===== src/hw/mdd_defines.vh =====
`ifndef MDD_DEFINES_VH
`define MDD_DEFINES_VH

// Mode select codes, {select2, select1, select0}
`define MDD_MODE_STEP_S2 3'h7
`define MDD_MODE_DC_L2 3'h6
`define MDD_MODE_STEP_L 3'h5
`define MDD_MODE_DC_S4 3'h4
`define MDD_MODE_DC_L_STEP 3'h3
`define MDD_MODE_DC_S2_STEP 3'h2
`define MDD_MODE_INHIBIT 3'h1
`define MDD_MODE_STANDBY 3'h0

// Output stage states per bridge half pair
`define MDD_DRV_OFF 2'h0
`define MDD_DRV_FWD 2'h1
`define MDD_DRV_REV 2'h2
`define MDD_DRV_BRAKE 2'h3

// Digital blank length in chopper reference periods
`define MDD_DBLANK_PERIODS 2'h3
// Analog blank, ns, and its cycle count at 100 MHz (rounded down, longest time)
`define MDD_ABLANK_NS 300
`define MDD_CLK_NS 10
// Sized to the blank counter: 300 ns over a 10 ns clock
`define MDD_ABLANK_CYC 6'h1e

`endif


===== src/hw/mdd_top.v =====
`timescale 1ns/10ps
`include "mdd_defines.vh"
module mdd_top #(
    parameter BCW = 6
) (
    input wire i_clk_sys,
    input wire i_rst,
    input wire [2:0] i_mode_sel,
    input wire [3:0] i_direction_input_a,
    input wire [3:0] i_direction_input_b,
    input wire i_brake_pwm,
    input wire [1:0] i_digital_blank_sel,
    input wire i_chop_reference_pin,
    input wire [3:0] i_comp_trip,
    input wire i_thermal_trip_flag,
    input wire i_overcurrent_trip_flag,
    input wire i_logic_supply_ok,
    input wire i_motor_supply_ok,
    output reg [3:0] o_out_pos_hi,
    output reg [3:0] o_out_neg_hi,
    output reg [3:0] o_out_en,
    output reg [3:0] o_chop_off,
    output reg [2:0] o_mode,
    output reg o_standby,
    output reg o_trip_latched,
    output reg [1:0] o_blank_active
);
    // ------------------------------------------------------------
    // Input synchronisers
    // ------------------------------------------------------------
    wire [23:0] raw_in;
    wire [23:0] syn;
    assign raw_in = {i_motor_supply_ok, i_logic_supply_ok, i_overcurrent_trip_flag, i_thermal_trip_flag,
                     i_comp_trip, i_chop_reference_pin, i_digital_blank_sel, i_brake_pwm,
                     i_direction_input_b, i_direction_input_a, i_mode_sel};

    mdd_sync2 #(.W(24)) u_sync (
        .i_clk_sys(i_clk_sys),
        .i_rst(i_rst),
        .i_async(raw_in),
        .o_sync(syn)
    );

    wire [2:0] mode_s = syn[2:0];
    wire [3:0] dir_a = syn[6:3];
    wire [3:0] dir_b = syn[10:7];
    wire brake_s = syn[11];
    wire [1:0] dblank_s = syn[13:12];
    wire ref_s = syn[14];
    wire [3:0] comp_s = syn[18:15];
    wire tsd_s = syn[19];
    wire isd_s = syn[20];
    wire vcc_ok_s = syn[21];
    wire vm_ok_s = syn[22];

    // ------------------------------------------------------------
    // Helpers
    // ------------------------------------------------------------
    // Stepper: dir_a is polarity, dir_b is output gate.
    function [1:0] step_drv;
        input pol;
        input gate;
        begin
            if (!gate)
                step_drv = `MDD_DRV_OFF;
            else if (pol)
                step_drv = `MDD_DRV_REV;
            else
                step_drv = `MDD_DRV_FWD;
        end
    endfunction

    // DC: REV means out+ high, FWD means out- high.
    function [1:0] dc_drv;
        input d1;
        input d2;
        input brk;
        begin
            if (d1 && d2)
                dc_drv = `MDD_DRV_BRAKE;
            else if (!d1 && !d2)
                dc_drv = `MDD_DRV_OFF;
            else if (!brk)
                dc_drv = `MDD_DRV_BRAKE;
            else if (d2)
                dc_drv = `MDD_DRV_FWD;
            else
                dc_drv = `MDD_DRV_REV;
        end
    endfunction

    // ------------------------------------------------------------
    // Mode capture and latched shutdown
    // ------------------------------------------------------------
    reg [2:0] mode_q;
    reg mode_valid_q;
    reg [1:0] settle_q;
    reg trip_q;
    wire supply_low = !vcc_ok_s || !vm_ok_s;

    // Mode held from first sampled value; live switching unsupported
    always @(posedge i_clk_sys)
    begin
        if (i_rst)
        begin
            mode_q <= `MDD_MODE_STANDBY;
            mode_valid_q <= 1'b0;
            settle_q <= 2'h0;
        end
        else
        begin
            // Synchroniser still holds reset zeros for two edges after release
            if (settle_q != 2'h2)
                settle_q <= settle_q + 2'h1;
            else if (!mode_valid_q)
            begin
                mode_q <= mode_s;
                mode_valid_q <= 1'b1;
            end
        end
    end

    // Only reset (power-on) releases the trip latch
    always @(posedge i_clk_sys)
    begin
        if (i_rst)
            trip_q <= 1'b0;
        else if (tsd_s || isd_s)
            trip_q <= 1'b1;
    end

    // ------------------------------------------------------------
    // Chopper reference edge and per-pair blanking
    // ------------------------------------------------------------
    reg ref_d_q;
    always @(posedge i_clk_sys)
    begin
        if (i_rst)
            ref_d_q <= 1'b0;
        else
            ref_d_q <= ref_s;
    end
    wire ref_rise = ref_s && !ref_d_q;

    // Chopper cycle spans four reference periods, so a three-period blank can end
    reg [1:0] chop_cnt_q;
    always @(posedge i_clk_sys)
    begin
        if (i_rst)
            chop_cnt_q <= 2'h0;
        else if (ref_rise)
            chop_cnt_q <= chop_cnt_q + 2'h1;
    end
    wire chop_start = ref_rise && chop_cnt_q == 2'h0;

    reg pair_ab_dc;
    reg pair_cd_dc;
    reg brk_used;
    always @*
    begin
        pair_ab_dc = 1'b0;
        pair_cd_dc = 1'b0;
        brk_used = 1'b0;
        case (mode_q)
            `MDD_MODE_DC_L2:
            begin
                pair_ab_dc = 1'b1;
                pair_cd_dc = 1'b1;
                brk_used = 1'b1;
            end
            `MDD_MODE_DC_S4:
            begin
                pair_ab_dc = 1'b1;
                pair_cd_dc = 1'b1;
            end
            `MDD_MODE_DC_L_STEP:
            begin
                pair_ab_dc = 1'b1;
                brk_used = 1'b1;
            end
            `MDD_MODE_DC_S2_STEP:
                pair_ab_dc = 1'b1;
            default:
                pair_ab_dc = 1'b0;
        endcase
    end

    wire [1:0] pair_dc = {pair_cd_dc, pair_ab_dc};
    wire [1:0] blank;
    genvar g;
    generate
        for (g = 0; g < 2; g = g + 1)
        begin : g_blank
            mdd_blank #(.CW(BCW)) u_blank (
                .i_clk_sys(i_clk_sys),
                .i_rst(i_rst),
                .i_chop_start(chop_start),
                .i_ref_edge(ref_rise),
                .i_dig_en(pair_dc[g] & dblank_s[g]),
                .o_blank(blank[g])
            );
        end
    endgenerate

    // ------------------------------------------------------------
    // Output decode
    // ------------------------------------------------------------
    reg [7:0] drv;
    reg [3:0] chop;
    wire brk_eff = brk_used ? brake_s : 1'b1;
    integer k;
    always @*
    begin
        drv = 8'h00;
        chop = 4'h0;
        case (mode_q)
            `MDD_MODE_STEP_S2:
                for (k = 0; k < 4; k = k + 1)
                    drv[2*k +: 2] = step_drv(dir_a[k], dir_b[k]);
            `MDD_MODE_STEP_L:
            begin
                drv[1:0] = step_drv(dir_a[0], dir_b[0]);
                drv[3:2] = drv[1:0];
                drv[5:4] = step_drv(dir_a[2], dir_b[2]);
                drv[7:6] = drv[5:4];
            end
            `MDD_MODE_DC_L2:
            begin
                drv[1:0] = dc_drv(dir_a[0], dir_b[0], brk_eff);
                drv[3:2] = drv[1:0];
                drv[5:4] = dc_drv(dir_a[2], dir_b[2], brk_eff);
                drv[7:6] = drv[5:4];
            end
            `MDD_MODE_DC_S4:
                for (k = 0; k < 4; k = k + 1)
                    drv[2*k +: 2] = dc_drv(dir_a[k], dir_b[k], 1'b1);
            `MDD_MODE_DC_L_STEP:
            begin
                drv[1:0] = dc_drv(dir_a[0], dir_b[0], brk_eff);
                drv[3:2] = drv[1:0];
                drv[5:4] = step_drv(dir_a[2], dir_b[2]);
                drv[7:6] = step_drv(dir_a[3], dir_b[3]);
            end
            `MDD_MODE_DC_S2_STEP:
            begin
                drv[1:0] = dc_drv(dir_a[0], dir_b[0], 1'b1);
                drv[3:2] = dc_drv(dir_a[1], dir_b[1], 1'b1);
                drv[5:4] = step_drv(dir_a[2], dir_b[2]);
                drv[7:6] = step_drv(dir_a[3], dir_b[3]);
            end
            default:
                drv = 8'h00;
        endcase
        for (k = 0; k < 4; k = k + 1)
            chop[k] = comp_s[k] & !blank[k/2];
    end

    wire halt = trip_q || supply_low || mode_q == `MDD_MODE_STANDBY || mode_q == `MDD_MODE_INHIBIT;

    // ------------------------------------------------------------
    // Output registers
    // ------------------------------------------------------------
    always @(posedge i_clk_sys)
    begin
        if (i_rst)
        begin
            o_out_pos_hi <= 4'h0;
            o_out_neg_hi <= 4'h0;
            o_out_en <= 4'h0;
            o_chop_off <= 4'h0;
            o_mode <= `MDD_MODE_STANDBY;
            o_standby <= 1'b1;
            o_trip_latched <= 1'b0;
            o_blank_active <= 2'h0;
        end
        else
        begin
            for (k = 0; k < 4; k = k + 1)
            begin
                o_out_pos_hi[k] <= !halt && drv[2*k +: 2] == `MDD_DRV_REV;
                o_out_neg_hi[k] <= !halt && drv[2*k +: 2] == `MDD_DRV_FWD;
                o_out_en[k] <= !halt && drv[2*k +: 2] != `MDD_DRV_OFF;
            end
            o_chop_off <= halt ? 4'h0 : chop;
            o_mode <= mode_q;
            o_standby <= halt;
            o_trip_latched <= trip_q;
            o_blank_active <= blank;
        end
    end
endmodule


===== src/hw/mdd_sync2.v =====
`timescale 1ns/10ps
module mdd_sync2 #(
    parameter W = 1
) (
    input wire i_clk_sys,
    input wire i_rst,
    input wire [W-1:0] i_async,
    output wire [W-1:0] o_sync
);
    reg [W-1:0] meta_q;
    reg [W-1:0] sync_q;

    always @(posedge i_clk_sys)
    begin
        if (i_rst)
        begin
            meta_q <= {W{1'b0}};
            sync_q <= {W{1'b0}};
        end
        else
        begin
            meta_q <= i_async;
            sync_q <= meta_q;
        end
    end

    assign o_sync = sync_q;
endmodule


===== src/hw/mdd_blank.v =====
`timescale 1ns/10ps
`include "mdd_defines.vh"
// Blanking window for one axis pair: analog interval always, plus three
// chopper reference periods when digital blank is selected (DC only).
module mdd_blank #(
    parameter CW = 6
) (
    input wire i_clk_sys,
    input wire i_rst,
    input wire i_chop_start,
    input wire i_ref_edge,
    input wire i_dig_en,
    output wire o_blank
);
    reg [CW-1:0] acnt_q;
    reg [1:0] dcnt_q;

    always @(posedge i_clk_sys)
    begin
        if (i_rst)
        begin
            acnt_q <= {CW{1'b0}};
            dcnt_q <= 2'h0;
        end
        else if (i_chop_start)
        begin
            acnt_q <= `MDD_ABLANK_CYC;
            dcnt_q <= i_dig_en ? `MDD_DBLANK_PERIODS : 2'h0;
        end
        else
        begin
            if (acnt_q != {CW{1'b0}})
                acnt_q <= acnt_q - {{(CW-1){1'b0}}, 1'b1};
            if (i_ref_edge && dcnt_q != 2'h0)
                dcnt_q <= dcnt_q - 2'h1;
        end
    end

    assign o_blank = (acnt_q != {CW{1'b0}}) || (dcnt_q != 2'h0);
endmodule


===== config.mk =====
export PLATFORM = sky130hd
export DESIGN_NAME = mdd_top
export DESIGN_NICKNAME = d
export VERILOG_FILES = /design/src/hw/mdd_top.v /design/src/hw/mdd_sync2.v /design/src/hw/mdd_blank.v
export VERILOG_INCLUDE_DIRS = /design/src /design/src/hw
export SDC_FILE = /design/constraint.sdc
export NUM_CORES = 1
export LEC_CHECK = 0
export BUFFER_PORTS_ARGS = -buffer_cell sky130_fd_sc_hd__buf_4
export CAP_MARGIN = 25
export CORE_MARGIN = 10
export CORE_UTILIZATION = 35
export DETAILED_ROUTE_END_ITERATION = 6
export GPL_TIMING_DRIVEN = 0
export SLEW_MARGIN = 5
export SYNTH_ARGS = -nofsm -noshare
export SYNTH_HDL_FRONTEND = slang
export SYNTH_SLANG_ARGS = --single-unit

===== constraint.sdc =====
create_clock -name i_clk_sys -period 2.1 [get_ports i_clk_sys]
set_input_delay 0.42 -clock i_clk_sys [delete_from_list [all_inputs] [get_ports i_clk_sys]]
set_output_delay 0.42 -clock i_clk_sys [all_outputs]
set_load 0.01 [all_outputs]

==> results of run 1 <==
-- cells by family after synthesis --
| group | after synthesis |
|---|---|
| AND/OR/NAND/NOR | 129 |
| flip-flops | 95 |
| AO/OA/AOI/OAI | 60 |
| buffers and inverters | 39 |
| XOR/XNOR | 7 |
| multiplexers | 6 |
| adder cells (fa/ha/maj) | 6 |
-- critical path, cell delays in order, from the launching register on --
cell and delay (ns):
dfxtp_1 0.32, inv_1 0.08, ha_1 0.16, or3b_4 0.41, nor3_4 0.28, mux2_1 0.36, a21oi_1 0.13
-- area by class of cell --
type                            count  area [µm²]  area share (%)
Tap cell                          133         166            3.94
Multi-Input combinational cell    208        1420            33.6
Sequential cell                    95        1900            45.0
Clock buffer                       12         155            3.67
Inverter                           21        78.8            1.87
Clock inverter                      4        52.6            1.24
Buffer                             18         104            2.46
Timing Repair Buffer               46         345            8.18
-- state kept, by name (all words and copies together) (netlist names), 3 cells and up --
signal	flops
u_sync.o_sync	23
g_blank.u_blank.dcnt_q	4
u_sync.meta_q	23
o_out_pos_hi	4
g_blank.u_blank.acnt_q	12
mode_q	3
o_out_neg_hi	4
o_chop_off	4
o_mode	3
o_out_en	4
-- how the worst min path moves through the flow --
stage | cells past startpoint | to | slack (ns)
2_1_floorplan | 1 | u_sync.o_sync[0] | 0.41
3_3_place_gp | 1 | u_sync.o_sync[0] | 0.42
3_5_place_dp | 1 | u_sync.o_sync[3] | 0.42
4_1_cts | 2 | u_sync.meta_q[3] | 0.25
5_1_grt | 2 | u_sync.meta_q[21] | 0.26
6_report | 2 | u_sync.meta_q[3] | 0.27
-- where the power goes --
part	internal, W	switching [W]	total (W)
Clock	0.000621	0.000616	0.00124
Combinational	0.000460	0.000444	0.000904
Sequential	0.00200	0.000123	0.00212
-- per-stage QoR --
step / hold WS, ns / util [%] / power (W) / cells / area (µm²)
finish: 0.268 / 43.2 / 0.00426 / 537 / 4220
global route: 0.264 / 43.2 / 0.00450 / 537 / 4220
CTS: 0.253 / 43.2 / 0.00430 / 537 / 4220
detailed placement: 0.423 / 41.1 / 0.00307 / 521 / 4020
global placement: 0.420 / 41.1 / 0.00304 / 521 / 4020
floorplan: 0.414 / - / 0.00287 / 342 / 3500
-- placed cells by master (no fill, tap or decap), types with 2 or more instances in the layout --
master / instances
clkbuf_8: 11
xnor2_1: 5
o31a_1: 2
a211oi_2: 2
buf_6: 3
or3_1: 5
mux2i_1: 3
nor3_4: 2
inv_1: 21
nor2b_1: 57
clkbuf_1: 8
o2111a_1: 2
a21o_1: 4
mux2_1: 2
buf_2: 5
or3b_4: 2
nor3_2: 2
nand3b_1: 2
a31oi_1: 3
nor2_1: 17
o211a_1: 2
ha_1: 6
nand2_1: 9
nor4_1: 3
xor2_1: 2
dfxtp_1: 95
o21a_1: 2
buf_4: 48
a21oi_1: 27
nor3b_1: 9
nor3_1: 5
o21ai_0: 6
o31ai_1: 2
o211ai_1: 3
and4_1: 7
-- cells in the mapped netlist, types with 3 or more instances --
cell type,count
nor2_1,17
clkbuf_1,7
buf_2,5
or3_1,5
dfxtp_1,95
xnor2_1,5
nor3b_1,9
nor2b_1,57
nand2_1,9
a21oi_1,27
ha_1,6
and4_1,7
inv_1,21
buf_6,3
a21o_1,4
o21ai_0,6
a31oi_1,3
nor3_1,5
mux2i_1,3
nor4_1,3
o211ai_1,3
-- routing by layer --
metal | part of all wire [%] | global-route usage (%)
met1 | 47 | 11.6
met2 | 45 | 14.5
met3 | 5.8 | 2.67
met4 | 2.0 | 6.03
met5 | 0 | 0
==> results.tsv, run 1 <==
stage	metric	value	unit
final_layout	Filler Cells Inserted	962	
synth	Post-synth EDFFs	0	
hold_path	hold wc startpoint	i_direction_input_a[0]	
grt	grt ovf	0	
synth	register area share after synthesis	54.3	%
synth	Mapped Nets	373	
synth	synth top area cells	dfxtp_1 (54%), nor2b_1 (10%), a21oi_1 (3.9%)	
job	MaxCap Viol Count	0	
timing	clk_skew	0.00838	ns
grt	All-Layer GR Usage	9.49	%
clock_network	H-tree level count	3	
power	Lkg Pwr	1.74	nW
floorplanning	IO Count	48	
critical_path	type of origin of the critical path	flop	
outcome	status	finished clean	
grt	largest net degree at the start of global routing	16	
floorplanning	effective utilization at floorplan	35.9	%
drt	DR iter-0 viols	79	
timing	Setup Viol. Count Final	0	
clock_network	Root Driver	clkbuf_8	
floorplanning	Die X-Extent	120	µm
timing	PnR worst setup slack	0.295	ns
final_layout	Layout area overhead	20.5	%
drt	final WL	6720	µm
critical_path	WP data required	2.38	ns
synth	simple-gate share of the synthesized area	23.4	%
place	DP Worst Slack	0.235	ns
drt	Via density	4.53	
drt	TritonRoute pass-1 iters	4	
timing	Max-slew headroom	60.3	%
synth	flops & latches, synth	95	
clock_network	CTS Sinks	95	
synth	post-synthesis compound-gate area fraction	11.4	%
clock_network	clock-pin slew on the worst setup and hold paths	0.09	ns
place	detailed placer's ending HPWL	4920	µm
critical_path	Crit Path Class	reg -> reg	
final_layout	Layout Nets	430	
timing	Hold Violations, Final	0	
final_layout	share of layout cells above drive strength 1	20.5	%
drt	DR WL/cell	12.5	µm
synth	post-synthesis mux area share	1.82	%
critical_path	Worst R2R End	g_blank[1].u_blank.acnt_q[1]	
grt	initial antenna violation count	0	
drt	Remaining DRCs	0	
floorplanning	Core Region	9770	µm²
clock_network	CTS tree	yes	
synth	post-synth top area cell	dfxtp_1	
final_layout	antenna cells	0	
synth	largest family of logic cells by synthesized area	simple AND/OR/NAND/NOR gates	
clock_network	hold buffers post-CTS	0	
critical_path	Worst Reg-to-Reg Cells	6	
clock_network	CTS buffer count	9	
synth	adder-cell share of the synthesized area	2.14	%
grt	global-route wire length before repair	11100	µm
critical_path	WP data arrival	2.09	ns
place	port bufs	46	
power	Max VDD drop	0.000421	V
critical_path	CP Launch Point	g_blank[1].u_blank.acnt_q[0]	
critical_path	Critical R2R Launch	g_blank[1].u_blank.acnt_q[0]	
synth	synth unique cells	50	
clock_network	clk_lat worst skew	0.35	ns
hold_path	worst min path class	in -> reg	
clock_network	Setup Buffers After CTS	0	
synth	Post-Synth XOR/XNOR Area	1.75	%
synth	yosys warns	0	
floorplanning	DIE HEIGHT	120	µm
synth	Syn Area/Cell	10.2	µm²
timing	Max Slew Vio Count	0	
drt	post-route ant nets	0	
critical_path	CP Capture Point	g_blank[1].u_blank.acnt_q[1]	
synth	Synth top area share	54.3	%
timing	Worst Tran Pin Value	0.595	ns
clock_network	PostCTS Resize Cnt	0	
timing	setup tns final	0	ns
drt	routed vias	2435	
timing	minimum clock period	1.80	ns
timing	max frequency	554	MHz
synth	gate count of the mapped netlist	342	
floorplanning	number of cell rows	36	
timing	Final Cycle Share	85.9	%
clock_network	Max clock buf depth	2	
critical_path	Worst R2R Setup Slack	0.30	ns
power	pwr dens	1010	nW/µm²
timing	RSZ-0062 raised after global routing	no	
synth	Post-Syn Area	3500	µm²
critical_path	crit path max fanout	8	
place	gpl congestion	0.756	
critical_path	Worst Setup End Kind	flop	
floorplanning	die area	14400	µm²
synth	Top FF cell, synth	dfxtp_1	
synth	Async SR Flop Fraction	0	%
grt	vias in the first global route	2365	
No activity file was read; power rests on OpenSTA's default activity.
==> run 2: changes to the inputs <==
Settings changed: RECOVER_POWER from default to 50.
==> run 2 against run 1 <==
- total power down 0.19%
- combinational power down 0.9%
- sequential power about the same
- fmax about the same
- sequential share of layout area up 0.39 points
- core utilization down 0.37 points
- cell count unchanged
- cell area down 0.86%
- clock power about the same
- largest power group unchanged
==> results.tsv, run 2 (synthesized netlist as in run 1, its figures left out) <==
stage	metric	value	unit	change
clock_network	CTS buffer count	9		unchanged
grt	largest net degree at the start of global routing	16		unchanged
timing	Setup Viol. Count Final	0		unchanged
clock_network	clk_lat worst skew	0.35	ns	about the same
critical_path	WP data required	2.38	ns	about the same
floorplanning	DIE HEIGHT	120	µm	unchanged
final_layout	Seq. cell area	1900	µm²	unchanged
timing	max frequency	554	MHz	about the same
critical_path	WP data arrival	2.09	ns	about the same
grt	global-route wire length before repair	11100	µm	unchanged
clock_network	Setup Buffers After CTS	0		unchanged
clock_network	CTS tree	yes		
drt	Remaining DRCs	0		unchanged
final_layout	share of layout cells above drive strength 1	17.8	%	-2.7 points
drt	TritonRoute pass-1 iters	4		unchanged
final_layout	antenna cells	0		unchanged
floorplanning	number of cell rows	36		unchanged
grt	grt ovf	0		unchanged
timing	Max-slew headroom	60.7	%	+0.37 points
job	MaxCap Viol Count	0		unchanged
critical_path	crit path buf inv count	1		unchanged
floorplanning	Core Region	9770	µm²	unchanged
floorplanning	die area	14400	µm²	unchanged
drt	met1 wire length	3200	µm	+0.13%
drt	final WL	6720	µm	about the same
outcome	status	finished clean		
grt	All-Layer GR Usage	9.49	%	unchanged
timing	Max Slew Vio Count	0		unchanged
timing	Hold Violations, Final	0		unchanged
grt	initial antenna violation count	0		unchanged
final_layout	Filler Cells Inserted	968		+0.62%
final_layout	commonest non-fill, non-tap cells in the layout	dfxtp_1 (95), nor2b_1 (57), buf_4 (39)		
final_layout	Layout Nets	430		unchanged
timing	Final Cycle Share	85.9	%	about the same
place	port bufs	46		unchanged
clock_network	hold buffers post-CTS	0		unchanged
timing	minimum clock period	1.80	ns	-0.0000900 ns
power	Lkg Pwr	1.70	nW	-2.6%
place	detailed placer's ending HPWL	4920	µm	unchanged
floorplanning	IO Count	48		unchanged
final_layout	Layout area overhead	19.5	%	
drt	DR WL met2	2980	µm	-0.87%
clock_network	PostCTS Resize Cnt	0		unchanged
clock_network	Root Driver	clkbuf_8		
critical_path	top cell family by delay on the critical path	simple AND/OR/NAND/NOR gates		
place	Cell Area, Placed	4020	µm²	unchanged
place	gpl congestion	0.756		unchanged
clock_network	CTS Sinks	95		unchanged
critical_path	Worst path max stage delay	0.41	ns	about the same
drt	post-route ant nets	0		unchanged
clock_network	H-tree level count	3		unchanged
critical_path	crit path max fanout	8		unchanged
timing	clk_skew	0.00835	ns	-0.0000268 ns
drt	DR WL met3	413	µm	+5.6%
drt	DR iter-0 viols	76		-3.8%
final_layout	fin area	4190	µm²	-0.86%
clock_network	clock-pin slew on the worst setup and hold paths	0.09	ns	about the same
critical_path	Crit Path Class	reg -> reg		
final_layout	Core Util, Final	42.8	%	-0.37 points
clock_network	Max clock buf depth	2		unchanged
timing	RSZ-0062 raised after global routing	no		
hold_path	worst min path class	in -> reg		
timing	Worst Tran Pin Value	0.590	ns	-0.00557 ns
drt	top routing layer in use	met4		
timing	setup tns final	0	ns	unchanged
floorplanning	effective utilization at floorplan	35.9	%	unchanged
critical_path	Worst Setup End Kind	flop		
power	Max VDD drop	0.000421	V	about the same
timing	final hold slack	0.268	ns	+0.000570 ns
floorplanning	Die X-Extent	120	µm	unchanged
critical_path	CP Cell Sequence	inv_1, ha_1, or3b_4, nor3_4, mux2_1, a21oi_1		
power	pwr dens	1020	nW/µm²	+0.67%
critical_path	Crit-path slowest cell	or3b_4		
final_layout	most common cell after layout, fill and taps aside	dfxtp_1		
grt	vias in the first global route	2365		unchanged
final_layout	area of the multi-input gates	1420	µm²	unchanged
drt	Via density	4.53		about the same
drt	routed vias	2434		-0.041%
critical_path	type of origin of the critical path	flop		
drt	DR WL/cell	12.5	µm	about the same
==> run 2: worst paths after layout <==
path / slack, ns / endpoint / cells after the start / start
max: 0.30 / g_blank[1].u_blank.acnt_q[1] / 6 / g_blank[1].u_blank.acnt_q[0]
max reg2reg: 0.30 / g_blank[1].u_blank.acnt_q[1] / 6 / g_blank[1].u_blank.acnt_q[0]
min reg2reg: 0.44 / u_sync.o_sync[3] / 1 / u_sync.meta_q[3]
min: 0.27 / u_sync.meta_q[3] / 2 / i_direction_input_a[0]
==> run 2: area by class of cell <==
type                       count  area share (%)
clock buffer                  12            3.70
timing repair buffer          46            7.44
multi-input combinational    208            33.9
buffer                        18            2.42
clock inverter                 4            1.25
inverter                      21            1.88
sequential                    95            45.4
tap                          133            3.97
==> run 2: where the power goes <==
part | internal (W) | switching (W)
sequential | 0.00200 | 0.000123
combinational | 0.000453 | 0.000443
clock | 0.000621 | 0.000616
total | 0.00307 | 0.00118
==> run 2: stage by stage <==
| stage | setup WS [ns] | std cells | total power [W] |
|---|---|---|---|
| finish | 0.295 | 537 | 0.00425 |
| global route | 0.105 | 537 | 0.00450 |
| CTS | 0.275 | 537 | 0.00430 |
| detailed placement | 0.235 | 521 | 0.00307 |
| global placement | 0.262 | 521 | 0.00304 |
| floorplan | 0.436 | 342 | 0.00287 |
==> run 2: layer usage <==
layer | vias up | GRT usage (%)
li1 | 1269 | -
met3 | 9 | 2.67
met1 | 1090 | 11.6
met4 | 0 | 6.03
met2 | 66 | 14.5
met5 | - | 0
